<file path="src/hdl/dcs_map.vh">
// Behaviour
// - Setup code 00..11 picks setups 1..4, from terminals or from bus.
// - AND mode uses bitwise AND of both codes, OR mode bitwise OR.
// - Preset source from terminals, bus, AND or OR; OR is default.
// - Bus preset selections count only while profile is native code 1.
// - Two bus jog speeds usable only in fieldbus profile 0, default 10,0 Hz.
// - Profile: 0 fieldbus, 1 native (default), 2 fast input-output native.
// - Telegram gap beyond 1..99 s limit (default 1 s) means bus stopped.
// - Timeout reaction: none, hold, stop, jog, max frequency, stop and trip.
// - Any timeout reaction 1..5 in effect drops the output relay.
// - Status, alarm, control and warning words readable as hex values.
// - Readout values are readable only through the plain strobed register port.
/*
  Register map, field positions, reset values and timing for the drive
  command source select block. Definitions only; included by bare name.
*/
`ifndef DCS_MAP_VH
`define DCS_MAP_VH

// ----------------------------------------------------------------------
// Offsets (byte addresses, one 32-bit word each)
// ----------------------------------------------------------------------
`define DCS_OFS_CTRL       8'h00
`define DCS_OFS_BUS_TIME   8'h04
`define DCS_OFS_JOG_ONE    8'h08
`define DCS_OFS_JOG_TWO    8'h0C
`define DCS_OFS_FREQ_MAX   8'h10
`define DCS_OFS_IRQ_STAT   8'h14
`define DCS_OFS_IRQ_MASK   8'h18
`define DCS_OFS_STATE      8'h1C
`define DCS_OFS_STATUS_WD  8'h20
`define DCS_OFS_ALARM_WD   8'h24
`define DCS_OFS_CONTROL_WD 8'h28
`define DCS_OFS_WARN_WD    8'h2C
`define DCS_OFS_EXT_WD     8'h30

// ----------------------------------------------------------------------
// Control register fields
// ----------------------------------------------------------------------
`define DCS_CTRL_SETUP_LSB   0
`define DCS_CTRL_PRESET_LSB  2
`define DCS_CTRL_PROFILE_LSB 4
`define DCS_CTRL_REACT_LSB   8

// ----------------------------------------------------------------------
// Codes
// ----------------------------------------------------------------------
`define DCS_SRC_TERM   2'h0
`define DCS_SRC_BUS    2'h1
`define DCS_SRC_AND    2'h2
`define DCS_SRC_OR     2'h3
`define DCS_PROF_FIELDBUS 2'h0
`define DCS_PROF_NATIVE   2'h1
`define DCS_PROF_FAST_IO  2'h2
`define DCS_REACT_OFF   3'h0
`define DCS_REACT_HOLD  3'h1
`define DCS_REACT_STOP  3'h2
`define DCS_REACT_JOG   3'h3
`define DCS_REACT_MAX   3'h4
`define DCS_REACT_TRIP  3'h5

// ----------------------------------------------------------------------
// Reset values (frequencies in 0.1 Hz)
// ----------------------------------------------------------------------
`define DCS_RST_SETUP_SRC  2'h3
`define DCS_RST_PRESET_SRC 2'h3
`define DCS_RST_PROFILE    2'h1
`define DCS_RST_REACT      3'h0
`define DCS_RST_BUS_TIME   7'h01
`define DCS_MIN_BUS_TIME   7'h01
`define DCS_MAX_BUS_TIME   7'h63
`define DCS_RST_JOG        16'h0064
`define DCS_RST_FREQ_MAX   16'h01F4
`define DCS_RST_IRQ        2'h0

// ----------------------------------------------------------------------
// Timing
// ----------------------------------------------------------------------
`define DCS_CLK_HZ       100000000
`define DCS_SECOND_S     1
`define DCS_SECOND_CYC   (`DCS_CLK_HZ * `DCS_SECOND_S)

`endif

</file>
<file path="src/hdl/dcs_select.v">
/*
  Drive command source select: setup and preset source combining,
  profile gating of bus jog and preset, bus silence supervision with
  fallback reaction, readout words and a small register port.
  Assumes bus_* inputs and telegram_ok come from the telegram decoder
  on clk; term_* inputs are raw terminal pins.
  Assumes the readout words are stable drive values on clk and that
  SEC_CYCLES matches the real clock, since every bus time limit is
  counted in whole seconds of it.
*/
// Our own choices: the plain strobed port and the register offsets.
`timescale 1ns/1ps
`default_nettype none

`include "dcs_map.vh"

module dcs_select #(
  parameter SEC_CYCLES = `DCS_SECOND_CYC
) (
  // Clock and reset
  input  wire        clk,
  input  wire        rst_n,
  // Register port
  input  wire [7:0]  reg_addr,
  input  wire [31:0] reg_wdata,
  input  wire        reg_wr,
  input  wire        reg_rd,
  output reg  [31:0] reg_rdata,
  // Terminal pins
  input  wire [1:0]  term_setup,
  input  wire [1:0]  term_preset,
  // Telegram decoder
  input  wire        telegram_ok,
  input  wire [1:0]  bus_setup,
  input  wire [1:0]  bus_preset,
  input  wire        bus_jog_one_req,
  input  wire        bus_jog_two_req,
  // Drive readout words
  input  wire [15:0] status_word,
  input  wire [15:0] alarm_word,
  input  wire [15:0] control_word,
  input  wire [15:0] warning_word,
  input  wire [15:0] extended_state_word,
  // Drive control: relay demand input and control outputs
  input  wire        relay_request,
  output reg  [1:0]  active_setup,
  output reg  [1:0]  preset_select,
  output reg         jog_active,
  output reg  [15:0] jog_speed,
  output reg  [2:0]  fallback_mode,
  output reg         trip_out,
  output reg         relay_on,
  output wire        irq
);

  // --------------------------------------------------------------------
  // Combining of two source codes
  // --------------------------------------------------------------------
  function [1:0] dcs_combine;
    input [1:0] src;
    input [1:0] term_code;
    input [1:0] bus_code;
    begin
      case (src)
        `DCS_SRC_TERM: dcs_combine = term_code;
        `DCS_SRC_BUS:  dcs_combine = bus_code;
        `DCS_SRC_AND:  dcs_combine = term_code & bus_code;
        `DCS_SRC_OR:   dcs_combine = term_code | bus_code;
        default:       dcs_combine = term_code;
      endcase
    end
  endfunction

  // --------------------------------------------------------------------
  // Terminal synchronisers, one two-stage chain per pin
  // --------------------------------------------------------------------
  wire [3:0] term_pins;
  wire [3:0] term_sync;
  genvar     gi;

  assign term_pins = {term_preset, term_setup};

  generate
    for (gi = 0; gi < 4; gi = gi + 1) begin : g_term_sync
      reg meta_reg;
      reg sync_reg;

      // Only the second stage is read, so a metastable first stage never leaks
      always @(posedge clk) begin
        if (!rst_n) begin
          meta_reg <= 1'b0;
          sync_reg <= 1'b0;
        end else begin
          meta_reg <= term_pins[gi];
          sync_reg <= meta_reg;
        end
      end

      assign term_sync[gi] = sync_reg;
    end
  endgenerate

  // --------------------------------------------------------------------
  // Software registers
  // --------------------------------------------------------------------
  reg [1:0]  setup_src_reg;
  reg [1:0]  preset_src_reg;
  reg [1:0]  profile_reg;
  reg [2:0]  react_reg;
  reg [6:0]  bus_time_reg;
  reg [15:0] jog_one_reg;
  reg [15:0] jog_two_reg;
  reg [15:0] freq_max_reg;
  reg [1:0]  irq_stat_reg;
  reg [1:0]  irq_mask_reg;
  reg        timeout_reg;
  reg        trip_reg;

  wire       wr_stat;
  wire       gap_exceeded;
  wire       timeout_rise;
  wire       comm_resume;
  reg  [6:0] bus_time_next;

  assign wr_stat = reg_wr && (reg_addr == `DCS_OFS_IRQ_STAT);

  // --------------------------------------------------------------------
  // Register writes
  // --------------------------------------------------------------------
  // Out-of-range limits are clamped to the legal 1..99 s window
  always @* begin
    bus_time_next = reg_wdata[6:0];
    if (reg_wdata[31:7] != 25'h0 || reg_wdata[6:0] > `DCS_MAX_BUS_TIME)
      bus_time_next = `DCS_MAX_BUS_TIME;
    else if (reg_wdata[6:0] < `DCS_MIN_BUS_TIME)
      bus_time_next = `DCS_MIN_BUS_TIME;
  end

  always @(posedge clk) begin
    if (!rst_n) begin
      setup_src_reg  <= `DCS_RST_SETUP_SRC;
      preset_src_reg <= `DCS_RST_PRESET_SRC;
      profile_reg    <= `DCS_RST_PROFILE;
      react_reg      <= `DCS_RST_REACT;
      bus_time_reg   <= `DCS_RST_BUS_TIME;
      jog_one_reg    <= `DCS_RST_JOG;
      jog_two_reg    <= `DCS_RST_JOG;
      freq_max_reg   <= `DCS_RST_FREQ_MAX;
      irq_mask_reg   <= `DCS_RST_IRQ;
    end else if (reg_wr) begin
      case (reg_addr)
        `DCS_OFS_CTRL: begin
          setup_src_reg  <= reg_wdata[`DCS_CTRL_SETUP_LSB +: 2];
          preset_src_reg <= reg_wdata[`DCS_CTRL_PRESET_LSB +: 2];
          // Profile code 3 is not defined and is refused
          if (reg_wdata[`DCS_CTRL_PROFILE_LSB +: 2] != 2'h3)
            profile_reg <= reg_wdata[`DCS_CTRL_PROFILE_LSB +: 2];
          if (reg_wdata[`DCS_CTRL_REACT_LSB +: 3] <= `DCS_REACT_TRIP)
            react_reg <= reg_wdata[`DCS_CTRL_REACT_LSB +: 3];
        end
        `DCS_OFS_BUS_TIME: bus_time_reg <= bus_time_next;
        `DCS_OFS_JOG_ONE:  jog_one_reg  <= reg_wdata[15:0];
        `DCS_OFS_JOG_TWO:  jog_two_reg  <= reg_wdata[15:0];
        `DCS_OFS_FREQ_MAX: freq_max_reg <= reg_wdata[15:0];
        `DCS_OFS_IRQ_MASK: irq_mask_reg <= reg_wdata[1:0];
        default: ;
      endcase
    end
  end

  // --------------------------------------------------------------------
  // Bus silence supervision
  // --------------------------------------------------------------------
  dcs_silence_timer #(
    .SEC_CYCLES   (SEC_CYCLES)
  ) dcs_silence_timer_inst (
    .clk          (clk),
    .rst_n        (rst_n),
    .telegram_ok  (telegram_ok),
    .limit_s      (bus_time_reg),
    .gap_exceeded (gap_exceeded)
  );

  // A telegram in the same cycle wins, so no stray timeout event is logged
  assign timeout_rise = gap_exceeded && !timeout_reg && !telegram_ok;
  assign comm_resume  = telegram_ok && timeout_reg;

  always @(posedge clk) begin
    if (!rst_n) begin
      timeout_reg <= 1'b0;
      trip_reg    <= 1'b0;
    end else begin
      // Latched until a good telegram arrives
      if (telegram_ok)
        timeout_reg <= 1'b0;
      else if (gap_exceeded)
        timeout_reg <= 1'b1;
      // A trip is a cut-out: only reset clears it
      if (timeout_rise && react_reg == `DCS_REACT_TRIP)
        trip_reg <= 1'b1;
    end
  end

  // --------------------------------------------------------------------
  // Interrupt status: bit0 timeout, bit1 resume; set beats clear
  // --------------------------------------------------------------------
  wire [1:0] irq_event;
  wire [1:0] irq_clear;

  assign irq_event = {comm_resume, timeout_rise};
  assign irq_clear = wr_stat ? reg_wdata[1:0] : 2'h0;

  always @(posedge clk) begin
    if (!rst_n)
      irq_stat_reg <= `DCS_RST_IRQ;
    else
      irq_stat_reg <= irq_event | (irq_stat_reg & ~irq_clear);
  end

  assign irq = |(irq_stat_reg & irq_mask_reg);

  // --------------------------------------------------------------------
  // Source selection and profile gating
  // --------------------------------------------------------------------
  reg  [1:0]  bus_preset_gated;
  reg  [15:0] jog_pick;
  reg         jog_req;
  reg  [2:0]  mode_now;
  wire        react_on;

  // Reaction code 0 leaves the relay with the drive
  assign react_on = timeout_reg && (react_reg != `DCS_REACT_OFF);

  always @* begin
    // Bus preset bits ignored outside the native profile
    bus_preset_gated = (profile_reg == `DCS_PROF_NATIVE) ? bus_preset : 2'h0;
    jog_req  = (profile_reg == `DCS_PROF_FIELDBUS) &&
               (bus_jog_one_req || bus_jog_two_req);
    // Jog one wins if both are asked for
    jog_pick = bus_jog_one_req ? jog_one_reg : jog_two_reg;
    if (jog_pick > freq_max_reg)
      jog_pick = freq_max_reg;
    mode_now = timeout_reg ? react_reg : `DCS_REACT_OFF;
  end

  // --------------------------------------------------------------------
  // Registered drive control outputs
  // --------------------------------------------------------------------
  always @(posedge clk) begin
    if (!rst_n) begin
      active_setup  <= 2'h0;
      preset_select <= 2'h0;
      jog_active    <= 1'b0;
      jog_speed     <= 16'h0;
      fallback_mode <= `DCS_REACT_OFF;
      trip_out      <= 1'b0;
      relay_on      <= 1'b0;
    end else begin
      active_setup  <= dcs_combine(setup_src_reg, term_sync[1:0], bus_setup);
      preset_select <= dcs_combine(preset_src_reg, term_sync[3:2],
                                   bus_preset_gated);
      jog_active    <= jog_req;
      jog_speed     <= jog_req ? jog_pick : 16'h0;
      fallback_mode <= mode_now;
      trip_out      <= trip_reg;
      // Relay follows the drive's demand unless a reaction is in force
      relay_on      <= relay_request && !react_on;
    end
  end

  // --------------------------------------------------------------------
  // Read port; readouts exist only here, never on the display path
  // --------------------------------------------------------------------
  reg [31:0] rd_mux;

  always @* begin
    rd_mux = 32'h0;
    case (reg_addr)
      `DCS_OFS_CTRL:
        rd_mux = {21'h0, react_reg, 2'h0, profile_reg, preset_src_reg, setup_src_reg};
      `DCS_OFS_BUS_TIME:   rd_mux = {25'h0, bus_time_reg};
      `DCS_OFS_JOG_ONE:    rd_mux = {16'h0, jog_one_reg};
      `DCS_OFS_JOG_TWO:    rd_mux = {16'h0, jog_two_reg};
      `DCS_OFS_FREQ_MAX:   rd_mux = {16'h0, freq_max_reg};
      `DCS_OFS_IRQ_STAT:   rd_mux = {30'h0, irq_stat_reg};
      `DCS_OFS_IRQ_MASK:   rd_mux = {30'h0, irq_mask_reg};
      `DCS_OFS_STATE:
        rd_mux = {22'h0, relay_on, trip_reg, timeout_reg, fallback_mode,
                  preset_select, active_setup};
      `DCS_OFS_STATUS_WD:  rd_mux = {16'h0, status_word};
      `DCS_OFS_ALARM_WD:   rd_mux = {16'h0, alarm_word};
      `DCS_OFS_CONTROL_WD: rd_mux = {16'h0, control_word};
      `DCS_OFS_WARN_WD:    rd_mux = {16'h0, warning_word};
      `DCS_OFS_EXT_WD:     rd_mux = {16'h0, extended_state_word};
      default:             rd_mux = 32'h0;
    endcase
  end

  always @(posedge clk) begin
    if (!rst_n)
      reg_rdata <= 32'h0;
    else if (reg_rd)
      reg_rdata <= rd_mux;
    else
      reg_rdata <= 32'h0;
  end

endmodule // dcs_select
`default_nettype wire

</file>
<file path="src/hdl/dcs_silence_timer.v">
/*
  Bus silence timer: counts whole seconds since the last good telegram
  and flags a gap longer than the limit.
  Assumes telegram_ok is a one-cycle pulse from logic on clk.
*/
`timescale 1ns/1ps
`default_nettype none

`include "dcs_map.vh"

module dcs_silence_timer #(
  parameter SEC_CYCLES = `DCS_SECOND_CYC
) (
  // Clock and reset
  input  wire       clk,
  input  wire       rst_n,
  // Control
  input  wire       telegram_ok,
  input  wire [6:0] limit_s,
  // Result
  output reg        gap_exceeded
);

  reg [31:0] tick_reg;
  reg [6:0]  sec_reg;
  wire       sec_wrap;

  assign sec_wrap = (tick_reg == SEC_CYCLES - 1);

  always @(posedge clk) begin
    if (!rst_n) begin
      tick_reg     <= 32'h0;
      sec_reg      <= 7'h0;
      gap_exceeded <= 1'b0;
    end else if (telegram_ok) begin
      tick_reg     <= 32'h0;
      sec_reg      <= 7'h0;
      gap_exceeded <= 1'b0;
    end else begin
      tick_reg <= sec_wrap ? 32'h0 : tick_reg + 32'h1;
      // Saturate so a long silence never wraps back to quiet
      if (sec_wrap && sec_reg != 7'h7F)
        sec_reg <= sec_reg + 7'h1;
      if (sec_reg > limit_s)
        gap_exceeded <= 1'b1;
    end
  end

endmodule // dcs_silence_timer
`default_nettype wire

</file>
<file path="config.mk">
export PLATFORM = sky130hd
export DESIGN_NAME = dcs_select
export DESIGN_NICKNAME = d
export VERILOG_FILES = /design/src/hdl/dcs_select.v /design/src/hdl/dcs_silence_timer.v
export VERILOG_INCLUDE_DIRS = /design/src /design/src/hdl
export SDC_FILE = /design/constraint.sdc
export NUM_CORES = 1
export LEC_CHECK = 0
export BUFFER_PORTS_ARGS = -buffer_cell sky130_fd_sc_hd__buf_4
export CORE_MARGIN = 2
export CORE_UTILIZATION = 45
export DETAILED_ROUTE_END_ITERATION = 10
export PLACE_DENSITY = 0.66
export SYNTH_ARGS = -nofsm -noshare
export SYNTH_HDL_FRONTEND = slang
export SYNTH_SLANG_ARGS = --single-unit
</file>
<file path="constraint.sdc">
create_clock -name clk -period 4.04 [get_ports clk]
set_input_delay 0.202 -clock clk [delete_from_list [all_inputs] [get_ports clk]]
set_output_delay 0.202 -clock clk [all_outputs]
set_load 0.03 [all_outputs]
</file>
After elaboration in Yosys (flattened, before gate mapping)
Cells that the tools add are included.

Input port bits: 136. Bits in registers: 176. Output and inout port bits: 59. Word-level logic and storage cells: 113.

Multiplexer cells: 9. Bitwise gates (word level): 9. $add $sub $neg: 2. Reduce and logical (&&, ||, !) cells: 34. Eq/ne operators: 23. Order comparisons: 5.

Operators with widths (number): $pmux 16 s13 (1); $eq 8x6->1 const B (5); $add 32x1->32 const B (1); $eq 32x27->1 const B (1); $eq 8x5->1 const B (4); $mux 16 (2); $reduce_bool 25->1 (1); $reduce_and 2->1 (9); $eq 8x4->1 const B (2); $gt 16x16->1 (1); $pmux 2 s4 (2); $mux 7 (2); $logic_and 1x1->1 (9); $and 2x2->2 (4); $eq 2x2->1 const B (4); $eq 8x3->1 const B (1); $logic_not 8->1 (1); $add 7x1->7 const B (1); $gt 7x7->1 (1); $gt 7x7->1 const B (1); $lt 7x1->1 const B (1); $ne 7x7->1 const B (1); $eq 2x1->1 const B (3); $logic_not 2->1 (3); other kinds (13) (21).

Longest topological paths before layout
Depth after elaboration: 6. Mapped depth: 11. Depth with buffers taken out: 8.

Hierarchy
A second synthesis with hierarchy kept.

Cell total of the unflattened synthesis: 957. Area total of the unflattened synthesis: 8444.3 um2.

Modules (own cells, without submodules): dcs_select (instances 1, area an instance 6421.2 um2, cells an instance 722, seq. area each 2402.3 um2); dcs_silence_timer (instances 1, area an instance 2023.2 um2, cells an instance 235, seq. area each 800.8 um2).

Worst setup path before layout
No wires, ideal clock.

Kind: input-to-reg. From: in bus_jog_one_req. To: reg jog_speed[10]. Library setup time: 0.129 ns. Arrival: 2.550 ns. Stages: 10. Slack: 1.362 ns. Path through: buf_2 > buf_1 > mux2_2 > ha_1 > a21oi_1 > o21ai_0 > a221o_1 > o31ai_2 > clkbuf_1 > o21ai_0.

Cells in the longest elaborated chain, start to end: 3.

RTL lines: start, declared (RTL line dcs_select.v:36) `input wire bus_jog_one_req,`; $mux 16 / $logic_or 1x1->1 (equally long branches) (RTL line dcs_select.v:240, dcs_select.v:238); $gt 16x16->1 / $logic_and 1x1->1 (equally long branches) (RTL line dcs_select.v:241, dcs_select.v:237); $mux 16 / $reduce_and 2->1 (equally long branches); end signal, assigned (RTL line dcs_select.v:263) `jog_speed <= jog_req ? jog_pick : 16'h0;`; end, declared (RTL line dcs_select.v:49) `output reg [15:0] jog_speed,`.

Parallel ways exist; a longest one is shown, timed or not. A chain may end at the register's enable or synchronous reset.

Worst setup path after layout
From: reg jog_one_reg[5]. To: reg jog_speed[0].

Cells in the longest elaborated chain, start to end: 3.

RTL lines: start, declared (RTL line dcs_select.v:111) `reg [15:0] jog_one_reg;`; start signal, assigned (RTL line dcs_select.v:146) `` jog_one_reg <= `DCS_RST_JOG; ``; start signal, assigned (RTL line dcs_select.v:162) `` `DCS_OFS_JOG_ONE: jog_one_reg <= reg_wdata[15:0]; ``; $mux 16 (RTL line dcs_select.v:240) `jog_pick = bus_jog_one_req ? jog_one_reg : jog_two_reg;`; $gt 16x16->1 (RTL line dcs_select.v:241) `if (jog_pick > freq_max_reg)`; $mux 16 (RTL line dcs_select.v:241).

Every way passes these cells.

==> flow_summary.toml <==
[yosys]
synth_cell_types = 67
async_flop_share = 0
yosys_warnings = 0
avgSynthCellArea_um2 = 8.46
netlist_area_mm2 = 0.00813
yosys_register_bits = 160
synthCells = 961
yosysSeqAreaShare = 0.394
synth_top_flop_cell = "dfxtp_1"
synth_edf_count = 0

[die]
die_area_mm2 = 0.0191
ios = 195
die_x_um = 138
initial_core_util = 0.455
rows = 49
die_h_um = 138
core_area_mm2 = 0.0178

[timing]
holdWs_ns = 0.0102
clock_skew_ns = 0.00719
maxSlewViolCount = 0
period_share = 0.671
timing.fmax_mhz = 369
worst_slew_pin_slew_ns = 1.01
final_hold_viol_count = 0
setup_viol = 0
setup_slack_ns = 1.33
period_needed_ns = 2.71
finalSetupTns_ns = 0
maxSlewHeadroom = 0.324
rsz0062_at_grt = "false"

[final_layout]
final_cell_area_mm2 = 0.0101
fillers = 1644
drive_gt1_frac = 0.230
largest_reg_flops = 32
finalNonFillerCells = 1361
layout_commonest_cell = "buf_4"
area_delta_synth_final_pct = 24.7
nNetsFinal = 1280
antenna_cells = 0
final_util = 0.568
final_cell_mix = "buf_4 (187), dfxtp_1 (160), nand2_1 (146), nor2_1 (80), nand3_1 (68)"

[worst_setup_path]
arrival_ns = 3.07
worst-path-buf-inv = 1
critPathSlowestCell = "o31ai_4"
reg2reg_depth = 9
r2r_setup_slack_ns = 1.33
crit-reg2reg-capture = "jog_speed[0]$_SDFF_PN0_"
cp-end-kind = "flop"
cp.depth = 9
worstPathCellList = "mux2_2, ha_1, a21oi_1, o21ai_0, a221o_1, o31ai_4, buf_4, o21ai_0, a21oi_1"
cp-startpoint = "jog_one_reg[5]$_SDFFE_PN1P_"
path_delay_family = "compound AO/OA/AOI/OAI gates"
required_ns = 4.40
crit_type = "flop to flop"
critPathCapture = "jog_speed[0]$_SDFF_PN0_"
max_stage_delay_ns = 0.55
crit_path_max_fanout = 17
r2r_start = "jog_one_reg[5]$_SDFFE_PN1P_"
start_kind = "flop"

[routing]
viasPerCell = 5.72
firstDrtPassIters = 5
ant_nets = 0
drt_iter0_drc = 563
vias = 7779
wl_per_cell_um = 19.1
route.detailed.drc = 0
routed_wl_mm = 26.0

[pwr]
swShare = 0.233
power_leakage_nw = 3.95
p_per_area_mw_per_mm2 = 340
p_total_mw = 3.44
pwr-share-comb = 0.079
p_seq_frac = 0.463
clockPowerShare = 0.458
internal_power_mw = 2.64
p_switching_uw = 803
irDropWorstVdd_v = 0.000338

[placement]
place_ws_ns = 1.16
gp_congestion = 0.963
place_area_mm2 = 0.00952
dp_hpwl_mm = 19.5
io_buffer_count = 178
dp_cells = 1325

[global_route]
antenna_found_initial = 0
grt_pass1_wl_mm = 40.1
grt-ovfl-total = 0
grt_use_total = 0.267
grt_pass1_vias = 7357
grt_max_degree = 48

[clock_tree]
post-cts-setup-buffers = 0
ctsHoldBuffers = 4
cts.sinks = 160
clk_latency_ns = 0.44
cts_max_level = 4
clockBufferDepth = 2
cts_tree = "built"
cts.repair.resized = 0
cts_buffers = 17
path_clk_slew_ns = 0.06
root_buffer = "clkbuf_16"

[status]
status = "complete, no violations"

[run]
cap_violations = 0

[worst_hold_path]
hp-class = "primary input to flop"
hold_depth = 2
==> worst register-to-register path: stages (launching register included) <==
cell and delay [ns]:
dfxtp_1 0.33, mux2_2 0.28, ha_1 0.30, a21oi_1 0.14, o21ai_0 0.11, a221o_1 0.40, o31ai_4 0.55, buf_4 0.31
o21ai_0 0.09, a21oi_1 0.14
==> layer usage <==
layer	vias up	wire length, um	global-route usage
li1	3726	-	-
met1	3675	10400	0.322
met2	321	12500	0.445
met3	57	2200	0.0831
met4	0	897	0.106
met5	-	0	0
==> power groups by stage <==
stage	logic (mW)	registers, mW	clock network [mW]
5_1_grt	0.290	1.59	1.67
2_1_floorplan	0.130	1.63	0
3_5_place_dp	0.266	1.63	0
6_report	0.272	1.59	1.58
3_3_place_gp	0.265	1.63	0
4_1_cts	0.270	1.59	1.60
==> synthesized netlist by cell type (all sizes together), types with 4 or more instances <==
cell    instances  area share
o21ai          35       0.022
a21o            4      0.0037
nor2b          11      0.0085
mux2i          20       0.025
o211ai          7      0.0065
dfxtp         160        0.39
nand2         146       0.067
nor3           12      0.0092
nand3          68       0.042
and3           17       0.013
xor2           20       0.022
a21boi         40       0.037
nor2           87       0.045
ha             25       0.038
buf            44       0.034
inv            24       0.011
or3             5      0.0038
a221oi          7      0.0075
o22ai          10      0.0077
a22oi          29       0.027
mux2           20       0.028
and2           16       0.012
nor4           13       0.014
a31oi          10      0.0077
a222oi         11       0.014
a41oi           4      0.0043
nand4          18       0.016
xnor2          13       0.014
a21oi          29       0.018
clkbuf         23       0.011
==> cell families (layout without fill, tap and decap cells) <==
kind of cell,Yosys count,in the layout,synth area share
AND/OR/NAND/NOR,409,409,0.250
XOR/XNOR,33,33,0.0356
buffers and inverters,91,247,0.0561
AO/OA/AOI/OAI,202,202,0.173
multiplexers,40,40,0.0524
other,1,16,0.000462
flip-flops,160,160,0.394
adder cells (fa/ha/maj),25,25,0.0385
==> layout make-up <==
class | instances | area, um^2 | share of cell area
inverters | 24 | 90.1 | 0.00889
repair buffers | 191 | 1440 | 0.143
flip-flops and latches | 160 | 3200 | 0.316
multi-input cells | 725 | 4540 | 0.448
clock buffers | 22 | 454 | 0.0448
clock inverters | 10 | 111 | 0.0110
well taps | 229 | 287 | 0.0283
==> worst min path at each step <==
stage,from,to,slack (ns)
3_5_place_dp,term_preset[1],g_term_sync[3].meta_reg$_SDFF_PN0_,0.41
4_1_cts,relay_request,relay_on$_SDFF_PN0_,0.004
5_1_grt,relay_request,relay_on$_SDFF_PN0_,0.005
6_report,relay_request,relay_on$_SDFF_PN0_,0.01
2_1_floorplan,reg_wdata[2],jog_one_reg[2]$_SDFFE_PN1P_,0.33
3_3_place_gp,term_setup[0],g_term_sync[0].meta_reg$_SDFF_PN0_,0.41
Power figures use the tool's default switching activity.
